**config.mk**
```make
export PLATFORM = sky130hd
export DESIGN_NAME = lvio_ports
export DESIGN_NICKNAME = d
export VERILOG_FILES = /design/src/logic/lvio_pkg.sv /design/src/logic/lvio_ports.sv
export VERILOG_INCLUDE_DIRS = /design/src /design/src/logic
export SDC_FILE = /design/constraint.sdc
export NUM_CORES = 1
export LEC_CHECK = 0
export BUFFER_PORTS_ARGS = -buffer_cell sky130_fd_sc_hd__buf_2
export CORE_MARGIN = 2
export CORE_UTILIZATION = 49
export DETAILED_ROUTE_END_ITERATION = 6
export PLACE_DENSITY = 0.83
export SLEW_MARGIN = 20
export SYNTH_ARGS = -nofsm -noshare
export SYNTH_HDL_FRONTEND = slang
export SYNTH_SLANG_ARGS = --single-unit
```
**constraint.sdc**
```tcl
create_clock -name clk_i -period 3.56 [get_ports clk_i]
set_input_delay 0.356 -clock clk_i [delete_from_list [all_inputs] [get_ports clk_i]]
set_output_delay 0.356 -clock clk_i [all_outputs]
set_load 0.01 [all_outputs]
```
**src/logic/lvio_map.svh**
```systemverilog
// Overview of operation
// - First port direction set per nibble
// - One bit picks first port driver type
// - Hardware reset makes first port input
// - Output lines lose their pull-up
// - Second port direction set per line
// - One driver type for second port outputs
// - Power-on reset makes second port input
// - Second port OR and AND wake gates
// - Edge detector fed by third-port or second-port line
// - Third port: three inputs, four outputs, fixed
// - Mode bit makes two inputs analog
// - Two comparators against reference pins
// - Selectable edge for two input interrupts
// - Timer results routed to third-port outputs
// - Digital third input feeds bit three, request one
// - Comparators off in stop; digital recovery only
`ifndef LVIO_MAP_SVH
`define LVIO_MAP_SVH

`define LVIO_P0_DATA_RST 8'h00
`define LVIO_P2_DATA_RST 8'h00
`define LVIO_P2_DIR_RST 8'hFF
`define LVIO_P3_DATA_RST 4'h0
`define LVIO_P0_LO_BIT 0
`define LVIO_P0_HI_BIT 1
`define LVIO_PORT_CONFIGURATION_REGISTER_OD_BIT 2
`define LVIO_P3M_ANALOG_BIT 1
`define LVIO_IRQ_EDGE_LO_BIT 6
`define LVIO_IRQ_EDGE_HI_BIT 7
`define LVIO_P3_IN_DIGITAL_BIT 3

`endif

```
**src/logic/lvio_pkg.sv**
```systemverilog
package lvio_pkg;

   // Interrupt edge choice, from request register bits 7:6
   typedef enum logic [1:0] {
      LVIO_EDGE_FALL = 2'b00,
      LVIO_EDGE_RISE = 2'b01,
      LVIO_EDGE_BOTH = 2'b10,
      LVIO_EDGE_BOTH_ALT = 2'b11
   } lvio_edge_e;

   // Timer output routing, common timer control bits 5:4
   typedef enum logic [1:0] {
      LVIO_TOUT_NONE = 2'b00,
      LVIO_TOUT_NARROW = 2'b01,
      LVIO_TOUT_LOGIC = 2'b10,
      LVIO_TOUT_BOTH = 2'b11
   } lvio_tout_e;

endpackage

```
**src/logic/lvio_ports.sv**
```systemverilog
`timescale 1ns/1ns
`include "lvio_map.svh"

module lvio_ports
   import lvio_pkg::*;
(
   // Clock and reset
   input wire logic clk_i,
   input wire logic rst_n_i,
   // First port pins
   input wire logic [7:0] p0_pin_i,
   output logic [7:0] p0_pin_o,
   output logic [7:0] p0_pin_oe_o,
   output logic [7:0] p0_pullup_en_o,
   // First port software access
   input wire logic p0_mode_wr_i,
   input wire logic [1:0] p0_mode_i,
   input wire logic p0_wr_i,
   input wire logic [7:0] p0_wdata_i,
   output logic [7:0] p0_rdata_o,
   // Port configuration register
   input wire logic port_configuration_register_wr_i,
   input wire logic [7:0] port_configuration_register_i,
   // Second port pins
   input wire logic [7:0] p2_pin_i,
   output logic [7:0] p2_pin_o,
   output logic [7:0] p2_pin_oe_o,
   output logic [7:0] p2_pullup_en_o,
   // Second port software access
   input wire logic p2_dir_wr_i,
   input wire logic [7:0] p2_dir_i,
   input wire logic p2_od_i,
   input wire logic p2_wr_i,
   input wire logic [7:0] p2_wdata_i,
   output logic [7:0] p2_rdata_o,
   // Second port wake gates
   output logic p2_wake_or_o,
   output logic p2_wake_and_o,
   // Third port input pins and comparator front end
   input wire logic third_port_input_one_i,
   input wire logic third_port_input_two_i,
   input wire logic third_port_input_three_i,
   input wire logic cmp_one_result_i,
   input wire logic cmp_two_result_i,
   output logic cmp_power_en_o,
   // Third port output pins
   output logic third_port_output_four_o,
   output logic third_port_output_five_o,
   output logic third_port_output_six_o,
   output logic third_port_output_seven_o,
   // Third port software access
   input wire logic p3_mode_wr_i,
   input wire logic [7:0] p3_mode_i,
   input wire logic p3_wr_i,
   input wire logic [3:0] p3_wdata_i,
   output logic [3:0] p3_rdata_o,
   // Interrupt request register edge bits and requests
   input wire logic irq_cfg_wr_i,
   input wire logic [7:0] irq_cfg_i,
   output logic irq_req_zero_o,
   output logic interrupt_request_one_o,
   output logic irq_req_two_o,
   // Timer links
   input wire logic edge_src_sel_i,
   output logic timer_edge_in_o,
   input wire logic timer_common_control_wr_i,
   input wire logic [7:0] timer_common_control_i,
   input wire logic wide_timer_control_wr_i,
   input wire logic [7:0] wide_timer_control_i,
   input wire logic narrow_counter_timer_out_i,
   input wire logic wide_counter_timer_out_i,
   input wire logic and_or_logic_out_i,
   // Stop mode
   input wire logic stop_mode_i,
   output logic [2:0] stop_recovery_src_o
);

   function automatic logic edge_hit(input logic prev, input logic cur,
                                     input lvio_edge_e mode);
      logic rise;
      logic fall;
      rise = ~prev & cur;
      fall = prev & ~cur;
      case (mode)
         LVIO_EDGE_FALL: edge_hit = fall;
         LVIO_EDGE_RISE: edge_hit = rise;
         default: edge_hit = rise | fall;
      endcase
   endfunction

   function automatic logic [7:0] pin_drive_en(input logic [7:0] out_mode,
                                               input logic [7:0] data,
                                               input logic open_drain);
      // Open drain only ever pulls low
      pin_drive_en = out_mode & (open_drain ? ~data : 8'hFF);
   endfunction

   // Configuration registers
   logic [1:0] p0_nib_out_r;
   logic p0_od_r;
   logic cmp_out_en_r;
   logic [7:0] p0_data_r;
   logic [7:0] p2_out_r;
   logic [7:0] p2_data_r;
   logic p2_od_r;
   logic analog_r;
   logic [3:0] p3_data_r;
   lvio_edge_e edge_mode_r;
   lvio_tout_e tout_sel_r;
   logic wide_out_en_r;

   // Input synchronisers, first and second stage
   logic [7:0] p0_s1_r;
   logic [7:0] p0_s2_r;
   logic [7:0] p2_s1_r;
   logic [7:0] p2_s2_r;
   logic [2:0] p3_s1_r;
   logic [2:0] p3_s2_r;
   logic [1:0] cmp_s1_r;
   logic [1:0] cmp_s2_r;
   logic [2:0] p3_prev_r;

   // Output registers
   logic [7:0] p0_rdata_r;
   logic [7:0] p2_rdata_r;
   logic [3:0] p3_rdata_r;
   logic [3:0] p3_out_r;
   logic [2:0] irq_r;
   logic wake_or_r;
   logic wake_and_r;
   logic edge_in_r;

   logic [7:0] p0_out_mode;
   logic [2:0] p3_level;
   logic [2:0] p3_level_nxt;
   logic p34_nxt;
   logic p35_nxt;
   logic p36_nxt;
   logic p37_nxt;
   logic [2:0] irq_nxt;

   always_ff @(posedge clk_i or negedge rst_n_i) begin
      if (!rst_n_i) begin
         p0_nib_out_r <= 2'b00;
         p0_od_r <= 1'b0;
         cmp_out_en_r <= 1'b0;
         p0_data_r <= `LVIO_P0_DATA_RST;
      end else begin
         if (p0_mode_wr_i) begin
            p0_nib_out_r <= p0_mode_i;
         end
         if (port_configuration_register_wr_i) begin
            p0_od_r <= ~port_configuration_register_i[`LVIO_PORT_CONFIGURATION_REGISTER_OD_BIT];
            cmp_out_en_r <= port_configuration_register_i[0];
         end
         if (p0_wr_i) begin
            p0_data_r <= p0_wdata_i;
         end
      end
   end

   always_ff @(posedge clk_i or negedge rst_n_i) begin
      if (!rst_n_i) begin
         p2_out_r <= ~`LVIO_P2_DIR_RST;
         p2_data_r <= `LVIO_P2_DATA_RST;
         p2_od_r <= 1'b0;
      end else begin
         if (p2_dir_wr_i) begin
            p2_out_r <= ~p2_dir_i;
            p2_od_r <= p2_od_i;
         end
         if (p2_wr_i) begin
            p2_data_r <= p2_wdata_i;
         end
      end
   end

   always_ff @(posedge clk_i or negedge rst_n_i) begin
      if (!rst_n_i) begin
         analog_r <= 1'b0;
         p3_data_r <= `LVIO_P3_DATA_RST;
         edge_mode_r <= LVIO_EDGE_FALL;
         tout_sel_r <= LVIO_TOUT_NONE;
         wide_out_en_r <= 1'b0;
      end else begin
         if (p3_mode_wr_i) begin
            analog_r <= p3_mode_i[`LVIO_P3M_ANALOG_BIT];
         end
         if (p3_wr_i) begin
            p3_data_r <= p3_wdata_i;
         end
         if (irq_cfg_wr_i) begin
            edge_mode_r <= lvio_edge_e'(irq_cfg_i[`LVIO_IRQ_EDGE_HI_BIT:
                                         `LVIO_IRQ_EDGE_LO_BIT]);
         end
         if (timer_common_control_wr_i) begin
            tout_sel_r <= lvio_tout_e'(timer_common_control_i[5:4]);
         end
         if (wide_timer_control_wr_i) begin
            wide_out_en_r <= wide_timer_control_i[0];
         end
      end
   end

   always_ff @(posedge clk_i or negedge rst_n_i) begin
      if (!rst_n_i) begin
         p0_s1_r <= 8'h00;
         p0_s2_r <= 8'h00;
         p2_s1_r <= 8'h00;
         p2_s2_r <= 8'h00;
         p3_s1_r <= 3'h0;
         p3_s2_r <= 3'h0;
         cmp_s1_r <= 2'h0;
         cmp_s2_r <= 2'h0;
      end else begin
         p0_s1_r <= p0_pin_i;
         p0_s2_r <= p0_s1_r;
         p2_s1_r <= p2_pin_i;
         p2_s2_r <= p2_s1_r;
         p3_s1_r <= {third_port_input_three_i, third_port_input_two_i,
                     third_port_input_one_i};
         p3_s2_r <= p3_s1_r;
         cmp_s1_r <= {cmp_two_result_i, cmp_one_result_i};
         cmp_s2_r <= cmp_s1_r;
      end
   end

   // Direction and driver selection
   assign p0_out_mode = {{4{p0_nib_out_r[`LVIO_P0_HI_BIT]}},
                         {4{p0_nib_out_r[`LVIO_P0_LO_BIT]}}};
   assign p0_pin_o = p0_data_r;
   assign p0_pin_oe_o = pin_drive_en(p0_out_mode, p0_data_r,
                                     p0_od_r);
   assign p0_pullup_en_o = ~p0_out_mode;
   assign p2_pin_o = p2_data_r;
   assign p2_pin_oe_o = pin_drive_en(p2_out_r, p2_data_r,
                                     p2_od_r);
   assign p2_pullup_en_o = ~p2_out_r;

   // Comparators sleep in stop, so analog lines cannot wake the part
   assign cmp_power_en_o = analog_r & ~stop_mode_i;
   assign stop_recovery_src_o = analog_r ? 3'h0 : p3_s2_r;

   // Analog mode swaps the two low input levels for comparator results
   assign p3_level_nxt = analog_r ? {1'b0, cmp_s2_r}
                                  : p3_s2_r;
   assign p3_level = p3_level_nxt;

   always_comb begin
      irq_nxt[2] = edge_hit(p3_prev_r[0], p3_level[0],
                            edge_mode_r);
      irq_nxt[0] = edge_hit(p3_prev_r[1], p3_level[1],
                            edge_mode_r);
      irq_nxt[1] = ~analog_r &
                   edge_hit(p3_prev_r[2], p3_level[2],
                            LVIO_EDGE_FALL);
   end

   // Fixed outputs; latch bits pass unless a timer or a comparator claims the pin
   always_comb begin
      p34_nxt = p3_data_r[0];
      p35_nxt = p3_data_r[1];
      p36_nxt = p3_data_r[2];
      p37_nxt = p3_data_r[3];
      if (tout_sel_r == LVIO_TOUT_NARROW || tout_sel_r == LVIO_TOUT_BOTH) begin
         p34_nxt = narrow_counter_timer_out_i;
      end
      if (tout_sel_r == LVIO_TOUT_LOGIC || tout_sel_r == LVIO_TOUT_BOTH) begin
         p36_nxt = and_or_logic_out_i;
      end
      if (wide_out_en_r) begin
         p35_nxt = wide_counter_timer_out_i;
      end
      if (cmp_out_en_r && analog_r) begin
         p34_nxt = cmp_s2_r[0];
         p37_nxt = cmp_s2_r[1];
      end
   end

   always_ff @(posedge clk_i or negedge rst_n_i) begin
      if (!rst_n_i) begin
         p0_rdata_r <= 8'h00;
         p2_rdata_r <= 8'h00;
         p3_rdata_r <= 4'h0;
         p3_out_r <= `LVIO_P3_DATA_RST;
         p3_prev_r <= 3'h0;
         irq_r <= 3'h0;
         wake_or_r <= 1'b0;
         wake_and_r <= 1'b0;
         edge_in_r <= 1'b0;
      end else begin
         p0_rdata_r <= (p0_out_mode & p0_data_r) |
                       (~p0_out_mode & p0_s2_r);
         p2_rdata_r <= (p2_out_r & p2_data_r) |
                       (~p2_out_r & p2_s2_r);
         p3_rdata_r <= {p3_level[2] & ~analog_r,
                        p3_level[1:0], 1'b0};
         p3_out_r <= {p37_nxt, p36_nxt, p35_nxt, p34_nxt};
         p3_prev_r <= p3_level;
         irq_r <= irq_nxt;
         wake_or_r <= |p2_s2_r;
         wake_and_r <= &p2_s2_r;
         edge_in_r <= edge_src_sel_i ? p2_s2_r[0]
                                     : p3_s2_r[0];
      end
   end

   assign p0_rdata_o = p0_rdata_r;
   assign p2_rdata_o = p2_rdata_r;
   assign p3_rdata_o = p3_rdata_r;
   assign third_port_output_four_o = p3_out_r[0];
   assign third_port_output_five_o = p3_out_r[1];
   assign third_port_output_six_o = p3_out_r[2];
   assign third_port_output_seven_o = p3_out_r[3];
   assign irq_req_zero_o = irq_r[0];
   assign interrupt_request_one_o = irq_r[1];
   assign irq_req_two_o = irq_r[2];
   assign p2_wake_or_o = wake_or_r;
   assign p2_wake_and_o = wake_and_r;
   assign timer_edge_in_o = edge_in_r;

endmodule

```
Word level (Yosys, flattened, before mapping):

Cells that the tools add are included.
W data, S select, Z words.

* register bits after elaboration: 113
* logic and storage cells: 82
* output and inout port bits: 82
* input bits: 109

* equality and inequality tests: 4
* mux-type cells: 12
* bitwise logic cells: 31
* reductions and logical operators: 6

Operator list (count)
* $and A8 B8 Y8: 6
* $not A8 Y8: 5
* $mux W8: 2
* $or A8 B8 Y8: 2
* $and A1 B1 Y1: 8
* $not A1 Y1: 8
* $reduce_and A8 Y1: 1
* $reduce_or A8 Y1: 1
* $mux W1: 6
* $mux W3: 2
* $eq A2 B1 Y1 const B: 2
* $eq A2 B2 Y1 const B: 2
* $pmux W1 S2: 2
* $logic_not A2 Y1: 1
* $logic_or A1 B1 Y1: 2
* $or A1 B1 Y1: 2
* $logic_and A1 B1 Y1: 1

Longest topological paths before layout:

* word-level depth: 5
* depth in mapped cells: 6

Least setup slack after synthesis:

OpenSTA, ideal clock, no wires.

* path kind: input -> register
* from: input port p0_wr_i
* to: register p0_data_r[0], in the netlist p0_pin_o[0]
* path slack: 2.590 ns
* arrival time: 0.842 ns
* cell stages on the path: 2
* buffers on the path: 1
* required time: 3.432 ns
* setup time: 0.128 ns
* path through: buf_2 mux2_1

RTL lines
* start: declaration: line lvio_ports.sv:18 `input wire logic p0_wr_i,`
* end signal: assignment: line lvio_ports.sv:147 `` p0_data_r <= `LVIO_P0_DATA_RST; ``
* end signal: assignment: line lvio_ports.sv:157 `p0_data_r <= p0_wdata_i;`
* end: declaration: line lvio_ports.sv:102 `logic [7:0] p0_data_r;`

No word-level cell between the ends.

==> Flow_metrics.wiki <==
{| class="wikitable"
! Metric !! Value
|-
| Outcome || completed
|-
| Buffer count from post-CTS setup fixing || 0
|-
| Clock-pin slew on the worst setup and hold paths || 0.10 ns
|-
| Setup repair after global routing missed its margin || false
|-
| Per-cell routed wire length || around 14 um
|-
| CTS sink count || 110
|-
| Sequential area share after synthesis || 0.717
|-
| Most instantiated flip-flop cell in the synthesis netlist || dfrtp_1
|-
| Hpwl dp || about 5.5 mm
|-
| Residual overflow from global routing || 0
|-
| Starting utilization of the core area || 0.502
|-
| Post-route clock period utilization || 0.454
|-
| Share of power burned in the clock network || 0.267
|-
| Cell area after synthesis || ~3800 um^2
|-
| MaxCap Viol Count || 0
|-
| Die Y-Extent || around 93 um
|-
| Leading area contributor after synthesis || dfrtp_1
|-
| Endpoint arrival time on the critical path || between 1 and 1.5 ns
|-
| Net Sw Frac || 0.257
|-
| Max Fanout on Critical Path || 11
|-
| Number of antenna repair diodes || 0
|-
| Fraction of power consumed by combinational cells || 0.142
|-
| Nets in the synthesized netlist || about 360
|-
| Number of warning messages in the yosys log || 0
|-
| Most common cell in the synthesized netlist || dfrtp_1
|-
| Core utilization of the finished layout || 0.633
|-
| WL final || 7.34 mm
|-
| Number of CTS-inserted buffers || 9
|-
| Syn_area_per_cell || between 15 and 20 um^2
|-
| Static leakage || approximately 2.4 nW
|-
| First-pass GRT wire length || ~12 mm
|-
| Worst slew pin tran || between 0.6 and 0.7 ns
|-
| Count of final max-slew check failures || 0
|-
| Number of rows created at floorplan || 32
|-
| CTS tree || done
|-
| Pin count of the biggest net entering global routing || ~60
|-
| R2r startpoint || analog_r$_DFFE_PN0P_
|-
| Number of distinct library cell variants in the gate-level netlist after synthesis || 22
|-
| Top cells by instance count after synthesis || 110 x dfrtp_1, 46 x mux2_1, 26 x a21oi_1, 10 x buf_4, 10 x inv_1
|-
| Crit path launch || analog_r$_DFFE_PN0P_
|-
| Worst Hold Class || in2async
|-
| Synthesized instance count || 249
|-
| EDFF count, synth || 0
|-
| Die footprint || between 8000 and 9000 um^2
|-
| Net switching component of the power || approximately 0.6 mW
|-
| Hold_buf cts || 0
|-
| Yosys reg bits || 110
|-
| Tmin final || about 1.6 ns
|-
| Final WS setup || between 1.5 and 2 ns
|-
| Overall die width || just over 90 um
|-
| Vias post-DR || 2432
|-
| Share of flip-flops with an asynchronous set or reset after synthesis || 1.00
|-
| Cell types with the largest area share after synthesis || dfrtp_1 72%, mux2_1 13%, a21oi_1 3.4%, buf_4 2.0%, ha_1 1.3%
|-
| Sum Neg Setup Slack || 0 ns
|-
| Setup violation total in the final timing report || 0
|-
| Max VDD drop || 0.287 mV
|-
| Internal Dissipation || roughly 1.8 mW
|-
| Required time worst endpoint || between 3 and 4 ns
|-
| Max-slew headroom || 0.565
|-
| GRT Total Usage || 0.177
|-
| Net count, final || 516
|-
| Clock root buffer master || clkbuf_8
|-
| Setup slack at placement || approximately 2.2 ns
|-
| Pwr per Cell Area || about 500 nW/um^2
|-
| Clock Path Buffers || 2
|-
| Core region area || about 7600 um^2
|-
| Filler cell count in the final layout || roughly 600
|-
| Kind of start point of the critical path || register
|-
| Residual antenna-violating net count after detailed routing || 0
|-
| P&R area growth vs syn || 26.1%
|-
| Top achievable clock speed || roughly 620 MHz
|-
| Relative contribution of sequential cells to total power || 0.592
|-
| Via count of the first global-routing pass || ~2500
|-
| Drt pass-1 iters || 4
|-
| Clock H-tree levels || 3
|-
| Initial antenna violation count || 0
|-
| Type of the worst setup path || reg2out
|-
| Gates resized, CTS repair || 0
|-
| DR vias/cell || 4.79
|-
| DRC violation count after routing || 0
|-
| Post-synth top area share || 0.717
|-
| DRC marker count from the first detailed-route iteration || 47
|-
| Worst setup EP type || output port
|-
| Global placer's final weighted congestion || approximately 0.8
|-
| Ports placed on the boundary || ~190
|-
| Final hold violations || 0
|-
| Insertion delay of the later-clocked pin in the worst-skew pair || ~0.34 ns
|-
| Layout cells sized above 1 || 0.438
|-
| Final Skew || ~0.0089 ns
|-
| # port buffers || between 150 and 200
|}
[per-stage QoR]
stage,instances,cell area [um^2],power [mW],hold WS (ns)
floorplan,249,3840,1.61,0.0604
global placement,494,4680,1.78,0.332
detailed placement,494,4680,1.80,0.335
CTS,508,4840,2.44,0.0474
global route,508,4840,2.54,0.0771
finish,508,4840,2.40,0.0293
[path summary, 6_finish.rpt]
check	slack (ns)	endpoint	cells past startpoint
worst min register to register	0.35	p2_s2_r[5]$_DFF_PN0_	0
min in group clk_i	0.11	p3_s1_r[0]$_DFF_PN0_	1
worst max register to register	2.16	irq_r[2]$_DFF_PN0_	4
worst min-delay path	0.03	p3_prev_r[1]$_DFF_PN0_	1
max in group asynchronous	2.80	p0_s2_r[3]$_DFF_PN0_	2
worst max-delay path	1.94	stop_recovery_src_o[0]	2
[layout by cell type (no fill, tap or decap), drive strengths merged, types with 2 or more instances in the layout]
| cell | n |
|---|---|
| buf | 158 |
| dfrtp | 110 |
| mux2 | 50 |
| a21oi | 26 |
| inv | 12 |
| clkbuf | 11 |
| nor2 | 9 |
| mux2i | 5 |
| nor2b | 4 |
| ha | 4 |
| nand2 | 4 |
| clkinvlp | 3 |
| a21o | 2 |
| nor4 | 2 |
| nand4 | 2 |
| o21ai | 2 |
[sequential cells by signal (all words and copies together) (netlist names), 3 cells and up]
register    count
irq_r           3
p0_pin_o        8
p0_rdata_o      8
p0_s1_r         8
p0_s2_r         8
p2_out_r        8
p2_pin_o        8
p2_rdata_o      8
p2_s1_r         8
p2_s2_r         8
p3_data_r       4
p3_out_r        4
p3_s1_r         3
p3_s2_r         3
[per-layer routing]
metal,GRT usage,share of wire,up-vias
met5,0,0,-
met3,0.0391,0.067,10
met4,0.0597,0.013,0
li1,-,-,1136
met1,0.208,0.39,1183
met2,0.319,0.53,103
[final cells by class]
class / count / area (um^2) / area share
Inverter: 12 / 45.0 / 0.00931
Timing Repair Buffer: 158 / 808 / 0.167
Multi-Input combinational cell: 112 / 942 / 0.195
Tap cell: 102 / 128 / 0.0264
Sequential cell: 110 / 2750 / 0.569
Clock buffer: 11 / 141 / 0.0292
Clock inverter: 3 / 22.5 / 0.00465
[power by group through the flow]
stage | logic (mW) | clock network, mW | registers (mW)
CTS | 0.349 | 0.664 | 1.42
detailed placement | 0.347 | 0 | 1.45
floorplan | 0.152 | 0 | 1.45
global placement | 0.337 | 0 | 1.44
global route | 0.377 | 0.722 | 1.44
finish | 0.341 | 0.641 | 1.42
[kinds of logic after synthesis]
| family | share of synthesized area |
|---|---|
| flip-flops | 0.717 |
| multiplexers | 0.163 |
| AO/OA/AOI/OAI | 0.0404 |
| buffers and inverters | 0.0375 |
| AND/OR/NAND/NOR | 0.0284 |
| adder cells (fa/ha/maj) | 0.0130 |
| other | 0.000977 |
[critical path: stages (launching register included)]
cell and delay (ns):
dfrtp_1 0.51, nor2b_1 0.23, buf_2 0.17
(Power assumes the default switching activity.)
